File: config.mk
export PLATFORM = sky130hd
export DESIGN_NAME = sms_status_reg
export DESIGN_NICKNAME = d
export VERILOG_FILES = /design/src/sms_pkg.sv /design/src/sms_status_reg.sv /design/src/sms_sync.sv /design/src/sms_spi_slave.sv
export SDC_FILE = /design/constraint.sdc
export NUM_CORES = 1
export LEC_CHECK = 0
export BUFFER_PORTS_ARGS = -buffer_cell sky130_fd_sc_hd__buf_2
export CORE_MARGIN = 2
export CORE_UTILIZATION = 40
export DETAILED_ROUTE_END_ITERATION = 16
export GPL_TIMING_DRIVEN = 0
export PLACE_DENSITY_LB_ADDON = 0.08
export SYNTH_ARGS = -nofsm -noshare
export SYNTH_HDL_FRONTEND = slang
export SYNTH_SLANG_ARGS = --single-unit
File: constraint.sdc
create_clock -name clk_in -period 2.38 [get_ports clk_in]
set_input_delay 0.357 -clock clk_in [delete_from_list [all_inputs] [get_ports clk_in]]
set_output_delay 0.357 -clock clk_in [all_outputs]
set_load 0.05 [all_outputs]
File: src/sms_pkg.sv
// constants shared by the supply monitor status/config register files
package sms_pkg;

   // ********************************************************
   // register bit positions
   // ********************************************************
   localparam int unsigned BIT_OV_STATUS     = 0;
   localparam int unsigned BIT_UV_STATUS     = 1;
   localparam int unsigned BIT_PIN_LEVEL     = 2;
   localparam int unsigned BIT_COMMON_ERROR  = 3;
   localparam int unsigned BIT_COMMON_OTEMP  = 4;
   localparam int unsigned BIT_OV_LATCH_EN   = 5;
   localparam int unsigned BIT_THR_SELECT    = 6;
   localparam int unsigned BIT_THR_DISABLE   = 7;

   // ********************************************************
   // reset values of the stored bits
   // ********************************************************
   localparam logic RST_OV_LATCH_EN  = 1'b1;
   localparam logic RST_THR_SELECT   = 1'b1;
   localparam logic RST_THR_DISABLE  = 1'b1;
   localparam logic RST_COMMON_OTEMP = 1'b1;

   // ********************************************************
   // serial frame: one instruction byte, one data byte
   // ********************************************************
   localparam int unsigned BYTE_BITS  = 8;
   localparam int unsigned FRAME_BITS = 16;
   localparam logic [7:0]  INSTR_STATUS_WRITE = 8'hA5;
   localparam logic [7:0]  INSTR_STATUS_READ  = 8'h5A;
   localparam logic [7:0]  INSTR_DIAG_CLEAR   = 8'h3C;

   // ********************************************************
   // timing
   // ********************************************************
   localparam int unsigned CLK_HZ          = 50_000_000;
   localparam int unsigned UV_FILTER_NS    = 10_000;
   localparam int unsigned UV_FILTER_CYCLES =
      (UV_FILTER_NS * (CLK_HZ / 1_000_000) + 999) / 1000;

endpackage : sms_pkg

File: src/sms_status_reg.sv
// supply monitor status and configuration register with its serial access
`timescale 1ns/1ps
module sms_status_reg
   import sms_pkg::*;
#(
   parameter int unsigned FILTER_CYCLES = UV_FILTER_CYCLES
) (
   input  wire logic clk_in,
   input  wire logic rst_n_in,
   input  wire logic ext_reset_n_in,
   input  wire logic vdd_overvoltage_in,
   input  wire logic vdd_undervoltage_in,
   input  wire logic diag_error_in,
   input  wire logic stage_overtemp_in,
   input  wire logic stage_enable_pin_in,
   output logic      stage_enable_pin_out,
   output logic      stage_enable_pin_oe_out,
   input  wire logic spi_clk_in,
   input  wire logic spi_cs_n_in,
   input  wire logic spi_mosi_in,
   output logic      spi_miso_out,
   output logic      spi_miso_oe_out,
   output logic      diag_clear_out,
   output logic      threshold_test_disable_out,
   output logic      threshold_test_select_out
);

   // ********************************************************
   // parameter check
   // ********************************************************
   initial begin
      if (FILTER_CYCLES < 1 || FILTER_CYCLES > 65535)
         $error("sms_status_reg: FILTER_CYCLES out of range");
   end

   // ********************************************************
   // synchronised pins and comparators
   // ********************************************************
   logic [3:0] pins_s;
   logic       ext_reset_n_s;
   logic       ov_live;
   logic       uv_live;
   logic       pin_level;

   // reset pin and stage enable pin idle high, comparators idle low
   sms_sync #(.WIDTH(4), .RESET_VALUE(4'h9)) u_pin_sync (
      .clk_in   (clk_in),
      .rst_n_in (rst_n_in),
      .async_in ({ext_reset_n_in, vdd_overvoltage_in, vdd_undervoltage_in, stage_enable_pin_in}),
      .sync_out (pins_s)
   );

   assign ext_reset_n_s = pins_s[3];
   assign ov_live       = pins_s[2];
   assign uv_live       = pins_s[1];
   assign pin_level     = pins_s[0];

   // ********************************************************
   // serial access
   // ********************************************************
   logic [7:0] instr;
   logic [7:0] wdata;
   logic       frame_done;
   logic [7:0] read_value;
   logic       wr_cmd;
   logic       clr_cmd;

   sms_spi_slave u_spi (
      .clk_in         (clk_in),
      .rst_n_in       (rst_n_in),
      .sclk_in        (spi_clk_in),
      .cs_n_in        (spi_cs_n_in),
      .mosi_in        (spi_mosi_in),
      .tx_byte_in     (read_value),
      .instr_out      (instr),
      .data_out       (wdata),
      .frame_done_out (frame_done),
      .miso_out       (spi_miso_out),
      .miso_oe_out    (spi_miso_oe_out)
   );

   // other instruction codes belong to neighbouring registers and are ignored here
   assign wr_cmd  = frame_done && (instr == INSTR_STATUS_WRITE);
   assign clr_cmd = frame_done && (instr == INSTR_DIAG_CLEAR);

   // ********************************************************
   // configuration bits 5..7
   // ********************************************************
   logic ov_latch_en_q;
   logic thr_select_q;
   logic thr_disable_q;

   // the undervoltage reset returns the configuration to its defaults;
   // the reset pin leaves it alone so latching keeps running during it
   always_ff @(posedge clk_in) begin
      if (!rst_n_in || uv_live) begin
         ov_latch_en_q <= RST_OV_LATCH_EN;
         thr_select_q  <= RST_THR_SELECT;
         thr_disable_q <= RST_THR_DISABLE;
      end else if (wr_cmd) begin
         ov_latch_en_q <= wdata[BIT_OV_LATCH_EN];
         thr_select_q  <= wdata[BIT_THR_SELECT];
         thr_disable_q <= wdata[BIT_THR_DISABLE];
      end
   end

   always_ff @(posedge clk_in) begin
      if (!rst_n_in) begin
         threshold_test_disable_out <= RST_THR_DISABLE;
         threshold_test_select_out  <= RST_THR_SELECT;
      end else begin
         threshold_test_disable_out <= thr_disable_q;
         threshold_test_select_out  <= thr_select_q;
      end
   end

   // ********************************************************
   // overvoltage latch
   // ********************************************************
   logic ov_held_q;
   logic ov_status;

   // ext_reset_n_s deliberately takes no part here
   always_ff @(posedge clk_in) begin
      if (!rst_n_in || uv_live) begin
         ov_held_q <= 1'b0;
      end else if (!ov_latch_en_q || (wr_cmd && !wdata[BIT_OV_LATCH_EN])) begin
         ov_held_q <= 1'b0;
      end else if (ov_live) begin
         ov_held_q <= 1'b1;
      end
   end

   assign ov_status = ~(ov_live | ov_held_q);

   // ********************************************************
   // diagnostic summary flags
   // ********************************************************
   logic common_otemp_q;
   logic common_error_q;

   // an overtemperature arriving with a clear wins, so no event is lost
   always_ff @(posedge clk_in) begin
      if (!rst_n_in) begin
         common_otemp_q <= RST_COMMON_OTEMP;
      end else if (stage_overtemp_in) begin
         common_otemp_q <= 1'b0;
      end else if (clr_cmd || !ext_reset_n_s || uv_live) begin
         common_otemp_q <= RST_COMMON_OTEMP;
      end
   end

   always_ff @(posedge clk_in) begin
      if (!rst_n_in) begin
         common_error_q <= 1'b1;
      end else begin
         common_error_q <= ~diag_error_in;
      end
   end

   always_ff @(posedge clk_in) begin
      if (!rst_n_in) begin
         diag_clear_out <= 1'b0;
      end else begin
         diag_clear_out <= clr_cmd;
      end
   end

   // ********************************************************
   // stage enable pin drive
   // ********************************************************
   logic [15:0] uv_filter_q;
   logic        uv_hold;

   // after undervoltage the pin is released only once the supply has been
   // good for the filter time; a held overvoltage keeps it low until cleared
   always_ff @(posedge clk_in) begin
      if (!rst_n_in) begin
         uv_filter_q <= 16'h0000;
      end else if (uv_live) begin
         uv_filter_q <= 16'(FILTER_CYCLES);
      end else if (uv_filter_q != 16'h0000) begin
         uv_filter_q <= uv_filter_q - 16'h0001;
      end
   end

   assign uv_hold = uv_live || (uv_filter_q != 16'h0000);

   // open drain: only ever pulls low
   always_ff @(posedge clk_in) begin
      if (!rst_n_in) begin
         stage_enable_pin_out    <= 1'b0;
         stage_enable_pin_oe_out <= 1'b0;
      end else begin
         stage_enable_pin_out    <= 1'b0;
         stage_enable_pin_oe_out <= uv_hold || !ov_status;
      end
   end

   // ********************************************************
   // read back value
   // ********************************************************
   always_comb begin
      read_value                   = 8'h00;
      read_value[BIT_OV_STATUS]    = ov_status;
      read_value[BIT_UV_STATUS]    = ~uv_live;
      read_value[BIT_PIN_LEVEL]    = pin_level;
      read_value[BIT_COMMON_ERROR] = common_error_q;
      read_value[BIT_COMMON_OTEMP] = common_otemp_q;
      read_value[BIT_OV_LATCH_EN]  = ov_latch_en_q;
      read_value[BIT_THR_SELECT]   = thr_select_q;
      read_value[BIT_THR_DISABLE]  = thr_disable_q;
   end

endmodule : sms_status_reg

File: src/sms_sync.sv
// two-flop synchroniser for a group of asynchronous levels
`timescale 1ns/1ps
module sms_sync #(
   parameter int unsigned   WIDTH       = 1,
   // each bit resets to its pin's idle level so no false edge follows reset
   parameter logic [WIDTH-1:0] RESET_VALUE = '0
) (
   input  wire logic             clk_in,
   input  wire logic             rst_n_in,
   input  wire logic [WIDTH-1:0] async_in,
   output logic      [WIDTH-1:0] sync_out
);
   logic [WIDTH-1:0] meta_q;

   initial begin
      if (WIDTH < 1) $error("sms_sync: WIDTH must be at least 1");
   end

   // first stage is read only by the second stage
   always_ff @(posedge clk_in) begin
      if (!rst_n_in) begin
         meta_q   <= RESET_VALUE;
         sync_out <= RESET_VALUE;
      end else begin
         meta_q   <= async_in;
         sync_out <= meta_q;
      end
   end
endmodule : sms_sync

File: src/sms_spi_slave.sv
// serial slave: samples the link clock, shifts a 16-bit instruction/data frame
`timescale 1ns/1ps
module sms_spi_slave
   import sms_pkg::*;
(
   input  wire logic       clk_in,
   input  wire logic       rst_n_in,
   input  wire logic       sclk_in,
   input  wire logic       cs_n_in,
   input  wire logic       mosi_in,
   input  wire logic [7:0] tx_byte_in,
   output logic      [7:0] instr_out,
   output logic      [7:0] data_out,
   output logic            frame_done_out,
   output logic            miso_out,
   output logic            miso_oe_out
);
   logic [2:0]  pins_s;
   logic        sclk_d1_q;
   logic        cs_d1_q;
   logic [15:0] rx_q;
   logic [7:0]  tx_q;
   logic [4:0]  count_q;
   logic        rise;
   logic        fall;
   logic        cs_rise;
   logic        active;

   // chip select idles high: a deselected link must not look selected after reset
   sms_sync #(.WIDTH(3), .RESET_VALUE(3'h2)) u_sync (
      .clk_in   (clk_in),
      .rst_n_in (rst_n_in),
      .async_in ({sclk_in, cs_n_in, mosi_in}),
      .sync_out (pins_s)
   );

   assign active  = ~pins_s[1];
   assign rise    = active & pins_s[2] & ~sclk_d1_q;
   assign fall    = active & ~pins_s[2] & sclk_d1_q;
   assign cs_rise = pins_s[1] & ~cs_d1_q;

   always_ff @(posedge clk_in) begin
      if (!rst_n_in) begin
         sclk_d1_q <= 1'b0;
         cs_d1_q   <= 1'b1;
      end else begin
         sclk_d1_q <= pins_s[2];
         cs_d1_q   <= pins_s[1];
      end
   end

   // ********************************************************
   // receive: msb first on rising link clock edges
   // ********************************************************
   always_ff @(posedge clk_in) begin
      if (!rst_n_in) begin
         rx_q    <= 16'h0000;
         count_q <= 5'h00;
      end else if (!active) begin
         count_q <= 5'h00;
      end else if (rise) begin
         rx_q <= {rx_q[14:0], pins_s[0]};
         // extra clocks saturate the count so the frame is rejected
         if (count_q <= 5'(FRAME_BITS)) count_q <= count_q + 5'h01;
      end
   end

   // only an exact 16-clock frame is executed, at chip-select release
   always_ff @(posedge clk_in) begin
      if (!rst_n_in) begin
         frame_done_out <= 1'b0;
         instr_out      <= 8'h00;
         data_out       <= 8'h00;
      end else begin
         frame_done_out <= cs_rise && (count_q == 5'(FRAME_BITS));
         if (cs_rise && (count_q == 5'(FRAME_BITS))) begin
            instr_out <= rx_q[15:8];
            data_out  <= rx_q[7:0];
         end
      end
   end

   // ********************************************************
   // transmit: answer byte follows the instruction byte
   // ********************************************************
   always_ff @(posedge clk_in) begin
      if (!rst_n_in) begin
         tx_q        <= 8'h00;
         miso_out    <= 1'b0;
         miso_oe_out <= 1'b0;
      end else begin
         miso_oe_out <= active;
         if (!active) begin
            tx_q     <= 8'h00;
            miso_out <= 1'b0;
         end else if (rise && (count_q == 5'(BYTE_BITS - 1))) begin
            tx_q <= tx_byte_in;
         end else if (fall) begin
            miso_out <= tx_q[7];
            tx_q     <= {tx_q[6:0], 1'b0};
         end
      end
   end
endmodule : sms_spi_slave

# --- Word-level counts from Yosys, hierarchy flattened ---
# Cells that the tools add are included.
totals:
  elab_cells: 79
  output_inout_bits: 7
  in_bits: 11
  ff_bits: 90
classes:
  bitwise_logic: 15
  n_addsub: 2
  eq_ne: 4
  mux: 6
  reduce_logical: 25
  n_lt_le_gt_ge: 1
op_table:
  columns: ["operator", "n"]
  rows:
  - ["$mux 9", 2]
  - ["$mux 8", 2]
  - ["$reduce_bool 16->1", 1]
  - ["$sub 16x1->16 const B", 1]
  - ["$not 1->1", 9]
  - ["$eq 8x6->1 const B", 1]
  - ["$eq 8x8->1 const B", 1]
  - ["$logic_or 1x1->1", 6]
  - ["$reduce_and 2->1", 3]
  - ["$reduce_bool 2->1", 3]
  - ["$reduce_or 2->1", 3]
  - ["$add 5x1->5 const B", 1]
  - ["$and 1x1->1", 5]
  - ["$eq 5x3->1 const B", 1]
  - ["$eq 5x5->1 const B", 1]
  - ["$le 5x5->1 const B", 1]
  - ["$logic_and 1x1->1", 5]
  - ["$logic_not 1->1", 4]
  - ["$mux 1", 2]
  - ["$or 1x1->1", 1]

# --- Longest topological paths before layout ---
depth:
  ltp_word: 6
  depth_mapped: 7
  ltp_nobuf: 6

# --- Cells and area by module ---
# From an unflattened synthesis, not the netlist that was laid out.
unflattened:
  hier_cells: 374
  area_unflattened_um2: 3606.0
by_module_without_submodules:
  columns: ["mod", "area_each_um2", "cells_per_inst", "n_inst"]
  rows:
  - ["sms_spi_slave", 2010.7, 206, 1]
  - ["sms_status_reg", 1227.4, 140, 1]
  - ["sms_sync (u_pin_sync)", 210.2, 16, 1]
  - ["sms_sync (u_spi.u_sync)", 157.7, 12, 1]

# --- Least setup slack after synthesis ---
# No wires, ideal clock.
synth_path:
  kind: "reg2reg"
  from: "reg uv_filter_q[0]"
  to: "reg uv_filter_q[7]"
  setup_time_ps: 120
  path_slack_ps: 522
  required_time_ps: 2260
  stages_incl_launch_ff: 8
  arrival_ps: 1738
  period_less_slack_ps: 1858
  path_cell_list: "dfxtp_1 > inv_1 > ha_1 > nor3b_1 > and4_1 > buf_2 > nor3_1 > o31a_1"
synth_via:
  elab_chain_cells: 3
  word_cells_on_any_way: 5
  classes_between: "1 x add/sub; 2 x mux; 2 x reduce/logical"
synth_lines:
  columns: ["item", "line", "rtl"]
  rows:
  - ["start, declared", "sms_status_reg.sv:172", "logic [15:0] uv_filter_q;"]
  - ["start signal, assigned", "sms_status_reg.sv:181", "uv_filter_q <= 16'(FILTER_CYCLES);"]
  - ["start signal, assigned", "sms_status_reg.sv:183", "uv_filter_q <= uv_filter_q - 16'h0001;"]
  - ["$sub 16x1->16", "sms_status_reg.sv:183", null]
  - ["$mux 9", "sms_status_reg.sv:182", "end else if (uv_filter_q != 16'h0000) begin"]
  - ["$mux 9", "sms_status_reg.sv:180", "end else if (uv_live) begin"]
# Several ways; a longest one is shown, not always the timed one. The select of a mux whose other input is x is not followed.
# A chain may end at the register's enable or synchronous reset.

# --- Worst setup path after layout ---
layout_path:
  from: "reg u_spi.u_sync.sync_out[1]"
  to: "reg u_spi.tx_q[6]"
layout_via:
  elab_chain_cells: 5
  word_cells_on_any_way: 9
  classes_between: "1 x mux; 5 x bitwise; 3 x reduce/logical"
layout_lines:
  columns: ["item", "line", "rtl"]
  rows:
  - ["start, declared", "sms_sync.sv:11", "output logic [WIDTH-1:0] sync_out"]
  - ["start signal, assigned", "sms_sync.sv:26", "sync_out <= meta_q;"]
  - ["$not 1->1 (no line)", null, null]
  - ["$and 1x1->1 (2 in series)", "sms_spi_slave.sv:38", "assign rise = active & pins_s[2] & ~sclk_d1_q;"]
  - ["$logic_and 1x1->1", "sms_spi_slave.sv:96", "end else if (rise && (count_q == 5'(BYTE_BITS - 1))) begin"]
  - ["$mux 8 or $reduce_bool 2->1 (tied branches)", null, null]
  - ["end signal, assigned", "sms_spi_slave.sv:97", "tx_q <= tx_byte_in;"]
  - ["end signal, assigned", "sms_spi_slave.sv:100", "tx_q <= {tx_q[6:0], 1'b0};"]
  - ["end, declared", "sms_spi_slave.sv:22", "logic [7:0] tx_q;"]
# Several ways; a longest one is shown, not always the timed one.

==> flow_summary_export.csv <==
group,metric,value,unit
run_status,status,"complete, no violations",
hold_path,worstHoldPathType,"input port to flip-flop",
worst_setup_path,cp.required,2.64,ns
global_routing,antenna_found_initial,0,
placement,io_buffers,16,
sta,grt_setup_unrepaired,"no",
layout,fin_util,45.5,%
cts,cts_tree,"yes",
hold_path,whs_endpoint,"common_error_q",
drt,wl,6.52,mm
layout,layout.nets,390,
synthesis,synth_area_per_cell,9.39,sq um
cts,cts_sinks,85,
drt,num_vias,2429,
synthesis,synth_edf_count,0,
layout,n_antenna_cell,0,
sta,skew,0.0148,ns
global_routing,grt_pass1_vias,2210,
worst_setup_path,crit_type,"flip-flop to flip-flop",
power_and_ir_drop,powerDensity,974,nW/um^2
placement,dp_hpwl,4.54,mm
cts,postCtsSetupBuffers,0,
die,die_y,94.5,um
cts,clk_path_buf_depth,2,
hold_path,min_from,"diag_error_in",
placement,place_congestion,0.749,
sta,final_hold_viol_count,0,
synthesis,yosys_warnings,0,
placement,dpl-instance-area,3490,sq um
sta,layout_setup_ws,0.407,ns
worst_setup_path,critical_path.startpoint,"u_spi.u_sync.sync_out[1]",
drt,ant_nets,0,
cts,cts_root_buf,"clkbuf_8",
layout,final_area,3680,sq um
sta,slew_headroom,61.2,%
global_routing,grt_max_degree,14,
synthesis,syn_inst,349,
synthesis,synth_seq_area_share,51.9,%
sta,drv_slew,0,
flow_run,drv_cap,0,
global_routing,grt_overflow,0,
die,die_x,94.5,um
sta,tns,0,ns
layout,final_cell_mix,"dfxtp_1, nand2_1, nor2_1",
synthesis,synth_flop_cell,"dfxtp_1",
synthesis,synth-seq-cells,85,
die,num_io_pins,18,
sta,setup_viol,0,
sta,max_freq,507,MHz
drt,drtIter0Drc,84,
die,die_area,8930,sq um
worst_setup_path,r2r_cells,4,
synthesis,synth_nets,363,
hold_path,min_path_cells,2,
worst_setup_path,critical_path_arrival,2.23,ns
cts,clk_pin_slew_worst_paths,0.08,ns
synthesis,synthArstFlopShare,0,%
layout,fillers,820,
cts,hold_buffers,0,
drt,wl_per_cell,13.4,um
layout,area_growth,12.5,%
global_routing,grt_pass1_wl,10.9,mm
global_routing,grtUsageTotal,16.0,%
drt,viasPerCell,5.00,
power_and_ir_drop,peakVddDrop,0.350,mV
worst_setup_path,reg2reg_from,"u_spi.u_sync.sync_out[1]",
synthesis,netlist_area,3280,sq um
sta,worstMarginPinSlew,0.577,ns
cts,htree_levels,3,
synthesis,ys_types,52,
worst_setup_path,endpoint_kind,"flip-flop",
worst_setup_path,reg2reg_slack,0.41,ns
worst_setup_path,cp_max_fo,10,
die,initial_utilization,40.5,%
cts,numCtsBuffers,9,
synthesis,netlist_top_cells_area,"dfxtp_1, mux2i_1, nand2_1, a21oi_1, nor2_1",
layout,final_common_cell,"dfxtp_1",
die,fp.coreArea,8090,sq um
worst_setup_path,startpoint_type,"flip-flop",
power_and_ir_drop,p_leak,1.27,nW
worst_setup_path,reg2reg_to,"u_spi.tx_q[6]",
layout,drive_above_1_share,12.3,%
drt,drc_errors,0,
synthesis,post-synth-top-area-fraction,51.9,%
die,rows,33,
synthesis,synth_top_area_cell,"dfxtp_1",
drt,dr.pass1.iters,4,
cts,clk_latency,0.35,ns
sta,fin_crit,1.97,ns
placement,place_ws,0.157,ns
sta,finalCritPeriodShare,82.9,%
## power by group
group	total (W)	internal (W)	switching, W
combinational	0.000896	0.000375	0.000521
sequential	0.00169	0.00155	0.000132
clock	0.00101	0.000512	0.000498
## layout make-up
class                   instances  area (sq um)  area share (%)
repair buffers                 16          80.1            2.17
plain buffers                  17          73.8            2.00
well taps                     105           131            3.57
clock inverters                 4          47.5            1.29
inverters                       9          33.8           0.917
flip-flops and latches         85          1700            46.2
multi-input cells             238          1470            39.9
clock buffers                  12           145            3.94
## Yosys cell counts (3+ instances only)
cell type	instances
and2_1	9
nand2_1	42
ha_1	3
nor4_1	5
mux2i_1	23
nand3_1	3
o21ai_0	4
nand3b_1	4
nand4_1	5
nor3_1	8
clkbuf_1	12
o31ai_1	4
nand2b_1	9
or4_1	3
a21oi_1	27
or3b_2	3
a211oi_1	9
xnor2_1	3
or3_1	7
dfxtp_1	85
inv_1	8
nor2_1	34
## worst max path at each step
stage	endpoint	slack (ns)	cells past startpoint
2_1_floorplan	uv_filter_q[7]	0.52	7
3_3_place_gp	uv_filter_q[7]	0.17	7
3_5_place_dp	uv_filter_q[7]	0.16	7
4_1_cts	uv_filter_q[7]	0.16	7
5_1_grt	uv_filter_q[7]	0.23	7
6_report	u_spi.tx_q[6]	0.41	4
## stage by stage
step                      power [W]  std cells  hold WS, ns
after floorplan             0.00240        349        0.386
after global placement      0.00259        470        0.391
after detailed placement    0.00261        470        0.397
after CTS                   0.00363        486        0.146
after global routing        0.00384        486        0.161
final                       0.00359        486        0.163
## sequential cells by signal, indices dropped and copies added (netlist names), 4 cells and up
register,cells
u_pin_sync.meta_q,4
u_pin_sync.sync_out,4
u_spi.count_q,5
u_spi.instr_out,8
u_spi.rx_q,16
u_spi.tx_q,8
uv_filter_q,16
## routing by layer
metal,track usage [%],vias to the layer above,routed length [um]
met5,0,-,0
met4,6.16,0,114
met3,4.07,12,147
met2,25.1,18,3030
met1,21.2,1119,3230
li1,-,1280,-
## repair_timing
item                                    CTS  global route
hold endpoints to repair                  0             0
endpoints found under the setup margin    0             2
resized for setup                         0             1
## worst max-delay path, stage by stage (launching register included)
cell      delay (ns)
dfxtp_1         0.37
nor3b_2         0.50
nand4_1         0.43
clkbuf_1        0.33
a211oi_1        0.26
## cells by family after synthesis
group | synth area share (%)
and+or+nand+nor | 24.6
DFF | 51.9
AOI/OAI and AO/OA | 11.1
buffers and inverters | 3.28
muxes | 7.03
adders and majority gates | 1.15
xor gates and xnor gates | 0.802
other | 0.114
Power figures use the tool's default switching activity.
